===== src/asf_pkg.sv =====
// constants for the axis status and fault parameter bank
// assumes a single 50 MHz clock and the parameter command port of asf_top
`default_nettype none
package asf_pkg;
  localparam int unsigned CLK_HZ = 50_000_000;
  localparam logic [7:0] NUM_COIL_OPTION = 8'hCC;
  localparam logic [7:0] NUM_LOAD = 8'hCE;
  localparam logic [7:0] NUM_EXT_FLAGS = 8'hCF;
  localparam logic [7:0] NUM_DRV_FLAGS = 8'hD0;
  localparam logic [7:0] NUM_ENC_COUNT = 8'hD1;
  localparam logic [7:0] NUM_ZERO_CLEAR = 8'hD2;
  localparam logic [7:0] NUM_MAX_DEV = 8'hD4;
  // standstill coil option encodings
  typedef enum logic [1:0] {
    ASF_COIL_NORMAL = 2'b00,
    ASF_COIL_FREEWHEEL = 2'b01,
    ASF_COIL_SHORT_LOW = 2'b10,
    ASF_COIL_SHORT_HIGH = 2'b11
  } asf_coil_type;
  // extended flag positions
  localparam int EXT_STALL_BIT = 0;
  localparam int EXT_DEV_BIT = 1;
  // driver fault flag positions
  localparam int DRV_STALL_BIT = 0;
  localparam int DRV_OT_BIT = 1;
  localparam int DRV_OTPW_BIT = 2;
  localparam int DRV_SHORT_A_BIT = 3;
  localparam int DRV_SHORT_B_BIT = 4;
  localparam int DRV_OPEN_A_BIT = 5;
  localparam int DRV_OPEN_B_BIT = 6;
  localparam int DRV_STANDSTILL_BIT = 7;
  // standstill window in clock cycles (2^20)
  localparam int unsigned STANDSTILL_CYCLES = 32'h0010_0000;
  // reset values
  localparam logic [1:0] COIL_OPTION_RESET = 2'h0;
  localparam logic [31:0] ENC_COUNT_RESET = 32'h0000_0000;
  localparam logic [31:0] MAX_DEV_RESET = 32'h0000_0000;
endpackage
`default_nettype wire


===== src/asf_sync.sv =====
// three-stage input synchroniser with per-bit agreement filter
// assumes inputs come from outside the clock domain
`timescale 1ns/1ps
`default_nettype none
module asf_sync #(
  parameter int W = 7
) (
  input wire logic clock, // system clock
  input wire logic rst_n, // synchronous reset, active low
  input wire logic [W-1:0] din, // asynchronous inputs
  output var logic [W-1:0] dout // filtered synchronous outputs
);
  logic [W-1:0] s1_reg;
  logic [W-1:0] s2_reg;
  logic [W-1:0] s3_reg;

  always_ff @(posedge clock)
  begin
    if (!rst_n)
    begin
      s1_reg <= '0;
      s2_reg <= '0;
      s3_reg <= '0;
    end
    else
    begin
      s1_reg <= din;
      s2_reg <= s1_reg;
      s3_reg <= s2_reg;
    end
  end

  // a bit changes only once stages two and three agree
  always_ff @(posedge clock)
  begin
    if (!rst_n)
      dout <= '0;
    else
      dout <= (s3_reg & ~(s2_reg ^ s3_reg)) | (dout & (s2_reg ^ s3_reg));
  end
endmodule
`default_nettype wire


===== src/asf_top.sv =====
// axis status and fault parameter bank with internal encoder counter
// assumes driver status pins are asynchronous; step, encoder and command
// strobes come from logic on the same clock
`timescale 1ns/1ps
`default_nettype none
// Function
// - coil option 0 is normal, 1 freewheel, 2 low-side short, 3 high-side short.
// - the coil option only acts while standby current is zero and quiet chopper is active.
// - the load value is read-only and returns the live 10-bit load measurement.
// - extended flags are read-only, bit value 1 stall and 2 deviation, both may be set.
// - extended flags clear after being read and after a motion command.
// - driver flags bit 0 stall, bit 1 overtemperature shutdown, bit 2 pre-warning.
// - driver flags bits 3 and 4 show a short to ground on coil A and B.
// - driver flags bits 5 and 6 show open load on coil A and B.
// - driver flag bit 7 shows standstill when no step pulse came in the last 2^20 cycles.
// - the encoder count is a signed 32-bit value that software can read and write.
// - with clear-on-zero armed the encoder count clears at the encoder zero position.
// - after that clear the clear-on-zero control returns to 0 by itself.
// - the motor stops when position and encoder differ by more than a nonzero limit.
module asf_top #(
  parameter int unsigned STANDSTILL_CYCLES = asf_pkg::STANDSTILL_CYCLES
) (
  input wire logic clock, // 50 MHz system clock
  input wire logic rst_n, // synchronous reset, active low
  input wire logic param_wr, // parameter write strobe
  input wire logic param_rd, // parameter read strobe
  input wire logic [7:0] param_num, // parameter number
  input wire logic [31:0] param_wdata, // parameter write value
  output var logic [31:0] param_rdata_reg, // parameter read value
  output var logic param_valid_reg, // one-cycle answer strobe
  output var logic param_error_reg, // unknown or read-only target
  input wire logic [6:0] drv_status, // asynchronous driver status pins
  input wire logic [9:0] load_value, // live load measurement
  input wire logic step_pulse, // one pulse per step
  input wire logic enc_up, // encoder count up pulse
  input wire logic enc_down, // encoder count down pulse
  input wire logic enc_zero, // encoder at zero position
  input wire logic motion_cmd, // motion command executed pulse
  input wire logic standby_zero, // standby current setting is zero
  input wire logic quiet_chopper, // voltage-mode quiet chopper active
  input wire logic [31:0] actual_position, // ramp position
  output var logic [1:0] coil_mode_reg, // applied standstill coil mode
  output var logic motor_stop_reg // deviation stop request
);
  logic [6:0] drv_sync;
  logic [1:0] coil_option_reg;
  logic [1:0] ext_flags_reg;
  logic [1:0] ext_flags_next;
  logic [31:0] enc_count_reg;
  logic zero_arm_reg;
  logic [31:0] max_dev_reg;
  logic [20:0] idle_cnt_reg;
  logic standstill_reg;
  logic [7:0] drv_flags;
  logic [32:0] dev_diff;
  logic [32:0] dev_abs;
  logic dev_exceeded;
  logic ext_read;
  logic [1:0] ext_set;
  logic wr_enc;
  logic wr_arm;

  asf_sync #(
    .W(7)
  ) u_sync (
    .clock(clock),
    .rst_n(rst_n),
    .din(drv_status),
    .dout(drv_sync)
  );

  assign drv_flags = {standstill_reg, drv_sync};
  assign ext_read = param_rd && (param_num == asf_pkg::NUM_EXT_FLAGS);
  assign wr_enc = param_wr && (param_num == asf_pkg::NUM_ENC_COUNT);
  assign wr_arm = param_wr && (param_num == asf_pkg::NUM_ZERO_CLEAR);
  assign dev_diff = {actual_position[31], actual_position}
    - {enc_count_reg[31], enc_count_reg};
  assign dev_abs = dev_diff[32] ? (33'h0_0000_0000 - dev_diff) : dev_diff;
  assign dev_exceeded = (max_dev_reg != 32'h0000_0000)
    && (dev_abs > {1'b0, max_dev_reg});

  // writable configuration
  always_ff @(posedge clock)
  begin
    if (!rst_n)
    begin
      coil_option_reg <= asf_pkg::COIL_OPTION_RESET;
      max_dev_reg <= asf_pkg::MAX_DEV_RESET;
    end
    else if (param_wr)
    begin
      if (param_num == asf_pkg::NUM_COIL_OPTION)
        coil_option_reg <= param_wdata[1:0];
      if (param_num == asf_pkg::NUM_MAX_DEV)
        max_dev_reg <= {1'b0, param_wdata[30:0]};
    end
  end

  // gated coil mode
  always_ff @(posedge clock)
  begin
    if (!rst_n)
      coil_mode_reg <= asf_pkg::ASF_COIL_NORMAL;
    else if (standby_zero && quiet_chopper)
      coil_mode_reg <= coil_option_reg;
    else
      coil_mode_reg <= asf_pkg::ASF_COIL_NORMAL;
  end

  // extended flags, a new event wins over the clear
  always_comb
  begin
    ext_set = 2'h0;
    ext_set[asf_pkg::EXT_STALL_BIT] = drv_sync[asf_pkg::DRV_STALL_BIT];
    ext_set[asf_pkg::EXT_DEV_BIT] = dev_exceeded;
    ext_flags_next = ext_flags_reg;
    if (ext_read || motion_cmd)
      ext_flags_next = 2'h0;
    ext_flags_next = ext_flags_next | ext_set;
  end

  always_ff @(posedge clock)
  begin
    if (!rst_n)
      ext_flags_reg <= 2'h0;
    else
      ext_flags_reg <= ext_flags_next;
  end

  // standstill detector
  always_ff @(posedge clock)
  begin
    if (!rst_n)
    begin
      idle_cnt_reg <= 21'h00_0000;
      standstill_reg <= 1'b0;
    end
    else if (step_pulse)
    begin
      idle_cnt_reg <= 21'h00_0000;
      standstill_reg <= 1'b0;
    end
    else if (idle_cnt_reg >= 21'(STANDSTILL_CYCLES - 1))
      standstill_reg <= 1'b1;
    else
      idle_cnt_reg <= idle_cnt_reg + 21'h00_0001;
  end

  // encoder counter and clear-on-zero
  always_ff @(posedge clock)
  begin
    if (!rst_n)
      enc_count_reg <= asf_pkg::ENC_COUNT_RESET;
    else if (wr_enc)
      enc_count_reg <= param_wdata;
    else if (zero_arm_reg && enc_zero)
      enc_count_reg <= 32'h0000_0000;
    else if (enc_up && !enc_down)
      enc_count_reg <= enc_count_reg + 32'h0000_0001;
    else if (enc_down && !enc_up)
      enc_count_reg <= enc_count_reg - 32'h0000_0001;
  end

  // software arming wins over the self clear in the same cycle
  always_ff @(posedge clock)
  begin
    if (!rst_n)
      zero_arm_reg <= 1'b0;
    else if (wr_arm)
      zero_arm_reg <= param_wdata[0];
    else if (zero_arm_reg && enc_zero)
      zero_arm_reg <= 1'b0;
  end

  // deviation stop held until the next motion command
  always_ff @(posedge clock)
  begin
    if (!rst_n)
      motor_stop_reg <= 1'b0;
    else if (dev_exceeded)
      motor_stop_reg <= 1'b1;
    else if (motion_cmd)
      motor_stop_reg <= 1'b0;
  end

  // parameter command answers
  always_ff @(posedge clock)
  begin
    if (!rst_n)
    begin
      param_rdata_reg <= 32'h0000_0000;
      param_valid_reg <= 1'b0;
      param_error_reg <= 1'b0;
    end
    else
    begin
      param_valid_reg <= param_rd || param_wr;
      param_error_reg <= 1'b0;
      param_rdata_reg <= 32'h0000_0000;
      if (param_rd)
      begin
        case (param_num)
          asf_pkg::NUM_COIL_OPTION: param_rdata_reg <= {30'h0, coil_option_reg};
          asf_pkg::NUM_LOAD: param_rdata_reg <= {22'h0, load_value};
          asf_pkg::NUM_EXT_FLAGS: param_rdata_reg <= {30'h0, ext_flags_reg};
          asf_pkg::NUM_DRV_FLAGS: param_rdata_reg <= {24'h0, drv_flags};
          asf_pkg::NUM_ENC_COUNT: param_rdata_reg <= enc_count_reg;
          asf_pkg::NUM_ZERO_CLEAR: param_rdata_reg <= {31'h0, zero_arm_reg};
          asf_pkg::NUM_MAX_DEV: param_rdata_reg <= max_dev_reg;
          default: param_error_reg <= 1'b1;
        endcase
      end
      else if (param_wr)
      begin
        case (param_num)
          asf_pkg::NUM_COIL_OPTION: param_error_reg <= 1'b0;
          asf_pkg::NUM_ENC_COUNT: param_error_reg <= 1'b0;
          asf_pkg::NUM_ZERO_CLEAR: param_error_reg <= 1'b0;
          asf_pkg::NUM_MAX_DEV: param_error_reg <= 1'b0;
          default: param_error_reg <= 1'b1; // read-only loads, flags
        endcase
      end
    end
  end
endmodule
`default_nettype wire


===== config.mk =====
export PLATFORM = sky130hd
export DESIGN_NAME = asf_top
export DESIGN_NICKNAME = d
export VERILOG_FILES = /design/src/asf_pkg.sv /design/src/asf_sync.sv /design/src/asf_top.sv
export SDC_FILE = /design/constraint.sdc
export NUM_CORES = 1
export LEC_CHECK = 0
export BUFFER_PORTS_ARGS = -buffer_cell sky130_fd_sc_hd__buf_2
export CORE_MARGIN = 1
export CORE_UTILIZATION = 30
export DETAILED_ROUTE_END_ITERATION = 8
export MAX_ROUTING_LAYER = met4
export PLACE_DENSITY = 0.48
export SYNTH_ARGS = -nofsm -noshare
export SYNTH_HDL_FRONTEND = slang
export SYNTH_SLANG_ARGS = --single-unit

===== constraint.sdc =====
create_clock -name clock -period 6 [get_ports clock]
set_input_delay 1.5 -clock clock [delete_from_list [all_inputs] [get_ports clock]]
set_output_delay 1.5 -clock clock [all_outputs]
set_load 0.1 [all_outputs]

Yosys cells after proc, flatten, opt, wreduce, memory -nomap -nowiden
Index checks and enable logic that the tools add are counted.
Widths: inputs -> output; s select.

word-level totals
  flip-flop bits (word level) = 155
  bits in latches = 0
  memory bits (writable) = 0
  memory bits (read-only) = 0
  input bits = 100
  output and inout port bits = 37
  word-level logic and storage cells = 75
  memories = 0

cells by class
  $add $sub $neg = 5
  multiply operators = 0
  divide/modulo/power cells = 0
  order comparisons = 2
  eq/ne operators = 7
  shift-type cells = 0
  muxes and demuxes = 15
  bitwise operators = 7
  reductions and logical operators = 23

operators by type and width
  operator               number
  $pmux 32 s7            1
  $mux 32                4
  $eq 8x8->1 const B     7
  $gt 33x31->1           1
  $mux 33                1
  $sub 1x33->33 const A  1
  $sub 32x32->33         1
  $add 32x1->32 const B  1
  $reduce_bool 32->1     1
  $sub 32x1->32 const B  1
  $add 21x1->21 const B  1
  $ge 21x20->1 const B   1
  $and 7x7->7            2
  $logic_and 1x1->1      8
  $mux 1                 8
  $reduce_and 2->1       4
  $not 7->7              1
  $or 7x7->7             1
  $reduce_or 7->1        1
  $xor 7x7->7            1
  $reduce_bool 2->1      2
  $reduce_bool 4->1      1
  $reduce_or 4->1        1
  $logic_not 1->1        2
  other kinds (5)        6

Longest topological paths before layout
  depth after elaboration = 6
  mapped depth = 26
  gate-level depth less buffers = 25

Modules after synthesis
From an unflattened synthesis, not the netlist that was laid out.

unflattened totals
  cells, all modules = 1,388
  area, all modules = 11,025.6 um^2

modules (own cells, without submodules)
  module    times used  cells an instance  area each (um^2)  seq. area each (um^2)
  asf_top   1           1,316              10,197.3          2,542.4
  asf_sync  1           72                 828.3             560.5

Least setup slack after synthesis
OpenSTA, ideal clock, no wires.

  path type = input-to-reg
  start = in actual_position[0]
  end = reg ext_flags_reg[1]
  library setup time = 131 ps
  arrival time = 6,221 ps
  data required time = 5,869 ps
  setup slack = -352 ps
  cell stages on the path = 24
  path buffers = 0
  cells stage by stage = inv_1 > ha_1 > fa_1 > nor2b_1 > o2111ai_1 > a21o_1 > nor4b_1 > a2111oi_1 > nor4_4 > and3_1 > a31oi_1 > xnor2_1 > ha_1 > a21o_1 > a21o_1 > a21o_1 > a21oi_1 > nor2b_1 > o211ai_1 > o211ai_1 > a221oi_1 > a41oi_1 > o311ai_0 > o31ai_1

between the ends
  longest elaborated chain between the ends = 6

ends and longest elaborated chain
  item                    RTL line        text
  start: declaration      asf_top.sv:41   input wire logic [31:0] actual_position,
  $sub 32x32->33 *        asf_top.sv:77   - {enc_count_reg[31], enc_count_reg};
  $sub 1x33->33           asf_top.sv:78   assign dev_abs = dev_diff[32] ? (33'h0_0000_0000 - dev_diff) : dev_diff;
  $mux 33 *               asf_top.sv:78
  $gt 33x31->1 *          asf_top.sv:80   && (dev_abs > {1'b0, max_dev_reg});
  $logic_and 1x1->1 *     asf_top.sv:80
  $or 2x2->2 *            asf_top.sv:119  ext_flags_next = ext_flags_next | ext_set;
  end signal: assignment  asf_top.sv:127  ext_flags_reg <= ext_flags_next;
  end: declaration        asf_top.sv:47   logic [1:0] ext_flags_reg;

Mark *: on every way between the ends. The rest lies on a longest branch, timed or not.
A chain may end at the register's enable or synchronous reset.

Worst setup path after layout
Ends and elaborated chain as after synthesis.

==> metrics <==
outcome finished with violations; failing checks negative setup slack; Area Growth Syn to Fin 28.9%; Crit Path Max Fanout 5; LEAKAGE 6.03 nW; power per cell area 396 nW/um^2; GR Util All Layers 21.4%; CP Capture Point ext_flags_reg[1]; DP Worst Slack -0.741 ns; clk root buf clkbuf_16; period utilization 100%; Post-Synthesis Cell Area 11200 sq um; CP Data Required Time 6.31 ns; CP endpoint kind register; Design Power 5.69 mW; GR Overflow Total 0; Die H 195 um; H-tree levels 4; DRT Wirelength 39.4 mm; worst r2r dst ext_flags_reg[1]; Antenna Nets Post-Route 0; Hold Path Cell Cnt 1; area of the die 37900 sq um; clk sink count 155; RD Place Congestion 0.907; number of max-cap violations 0; arrival time worst endpoint 6.33 ns; Mapped Nets 1632; Worst-Skew Late Latency 0.45 ns; total CTS buffers 17; peak supply drop 223 uV; crit path time final 6.01 ns; DRC violations left 0; RSZ-0062 raised after global routing true; Worst Setup SP actual_position[0]; row count 70; WS Path Type in -> reg; Syn Area/Cell 7.78 sq um; synth unique cells 82; hpwl dp 30.0 mm; layout cells sized above 1 23.5%; Syn Inst Count 1434; Core ar. 36600 sq um; largest net degree at the start of global routing 105; most common cell after layout, fill and taps aside nand2_1; sequential share of the synthesized area 27.8%; die width 195 um; reg2reg start enc_count_reg[1]; Max Root-Sink Buffers 2; Avg WL per Cell 18.1 um; 1st-pass router iterations 5; most frequent cells in the layout 181 x nand2_1, 165 x buf_4, 155 x dfxtp_1; CP startpoint kind input pin; vias per inst 5.20; first-pass GRT wire length 60.8 mm; number of synthesized flops with an enable pin 0; Clock Skew 0.0176 ns; ys async rst share 0%; Synth Register Bits 155; number of port buffers 136; FF-to-FF setup slack 0.61 ns; initial antenna violation count 1; dpl cell area 13500 sq um; Min-Delay Path Class reg -> reg; final setup margin -0.0105 ns; drt initial violations 778; max-slew violation count 0; Top-Level Pins 137; FF-to-FF path depth 24; fillers 3913; vias in the first global route 10900; Initial Utilization 30.5%; Least-Margin Pin Slew 1.01 ns; Synth warnings 0; Most used DFF post-synth dfxtp_1; routed vias 11300; Slew HR 32.2%; final instance area 14400 sq um; # setup viols final 1; CTS tree done; fmax 166 MHz; Final Hold Fails 0; Worst-path clk slew 0.07 ns; Final #Nets 1896
report_power, final:
part	internal, mW	switching [mW]
combinational	1.56	1.73
clock	0.693	0.514
sequential	1.09	0.0985
total	3.35	2.34
cell families (layout without fill, tap and decap cells):
family,count (synthesis),after routing,share of synthesized area [%]
and+or+nand+nor,496,496,21.9
AOI/OAI and AO/OA,435,435,25.7
DFF,155,155,27.8
buffers and inverters,145,421,4.98
adders and majority gates,99,99,11.2
xor gates and xnor gates,91,91,7.15
muxes,13,14,1.21
other,0,1,0
worst max-delay path, stage by stage:
cell       delay [ns]
buf_8            0.07
inv_4            0.03
ha_4             0.15
fa_2             0.41
nor2b_4          0.16
o2111ai_4        0.17
a31oi_1          0.20
buf_4            0.16
and3_4           0.20
o21ai_4          0.07
o21ai_4          0.18
nor3_4           0.07
mux2_4           0.32
nand2_4          0.09
xnor2_2          0.07
ha_1             0.32
a21o_1           0.19
a21oi_2          0.11
nor2b_1          0.07
o31ai_2          0.25
a31oi_1          0.15
a211oi_2         0.29
o211ai_1         0.15
a221oi_2         0.29
a41oi_2          0.12
nor4bb_2         0.40
o31ai_1          0.12
cell usage after synthesis (4+ instances only):
cell       number  area, sq um
a211o_1         4         35.0
a21boi_0       42          315
a21o_1         39          293
a21oi_1       105          526
a221oi_1        5         43.8
a222oi_1        9         90.1
a22o_1          6         52.6
a22oi_1        37          278
a31oi_1        15         93.8
and2_1         29          181
and3_1         14         87.6
and4_1          5         43.8
buf_1           6         22.5
buf_2           9         45.0
clkbuf_1       43          161
dfxtp_1       155         3100
ha_1           96         1200
inv_1          87          327
mux2_2          4         45.0
mux2i_1         9         90.1
nand2_1       182          683
nand2b_1        6         37.5
nand3_1        24          120
nand4_1        26          163
nor2_1        106          398
nor2b_1        23          144
nor3_1         26          130
nor3b_1         4         30.0
nor4_1         10         62.6
o2111ai_1       4         35.0
o211a_1         8         80.1
o211ai_1        9         67.6
o21a_1         18          135
o21ai_0        75          375
o21ai_1        14         70.1
o21bai_1        5         37.5
o31ai_1        10         75.1
or2_2          10         62.6
or3_1           8         50.1
xnor2_1        54          473
xor2_1         37          324
through the flow:
step / cells / TNS [ns] / hold WS (ns) / utilization, %
floorplan: 1434 / 0 / 0.412 / -
global placement: 2142 / -1.02 / 0.418 / 36.8
detailed placement: 2142 / -1.45 / 0.423 / 36.8
CTS: 2174 / 0 / 0.438 / 38.7
global route: 2180 / -0.412 / 0.448 / 39.3
finish: 2180 / -0.0105 / 0.439 / 39.3
how the worst min path moves through the flow:
stage          slack [ns]               end             start
5_1_grt              0.45  u_sync.s2_reg[2]  u_sync.s1_reg[2]
3_5_place_dp         0.42  u_sync.s2_reg[2]  u_sync.s1_reg[2]
2_1_floorplan        0.41  u_sync.s2_reg[0]  u_sync.s1_reg[0]
4_1_cts              0.44  u_sync.s2_reg[2]  u_sync.s1_reg[2]
6_report             0.44  u_sync.s2_reg[2]  u_sync.s1_reg[2]
3_3_place_gp         0.42  u_sync.s2_reg[4]  u_sync.s1_reg[4]
area by class of cell:
| class | instances | area (sq um) | area share, % |
|---|---|---|---|
| Antenna cell | 1 | 2.50 | 0.0174 |
| Timing Repair Buffer | 302 | 1940 | 13.5 |
| Clock inverter | 12 | 175 | 1.22 |
| Multi-Input combinational cell | 1135 | 7780 | 54.1 |
| Sequential cell | 155 | 3100 | 21.6 |
| Clock buffer | 20 | 457 | 3.18 |
| Tap cell | 468 | 586 | 4.07 |
| Inverter | 87 | 329 | 2.29 |
metal layers:
metal / track usage [%] / vias to the layer above / wire length [um]
met2: 32.9 / 264 / 17800
met5: - / - / 0
met4: 7.52 / 0 / 1060
met1: 28.3 / 5366 / 18900
met3: 3.19 / 47 / 1680
li1: - / 5669 / -
what timing repair did:
item / in CTS / in global routing
buffers inserted: 0 / 4
setup endpoints to repair: 2 / 2
resized for setup: 9 / 37
hold buffers: 0 / 0
pin swaps: 4 / 25
cloned: 0 / 1
Note: power is estimated with default switching activity, not from simulation.
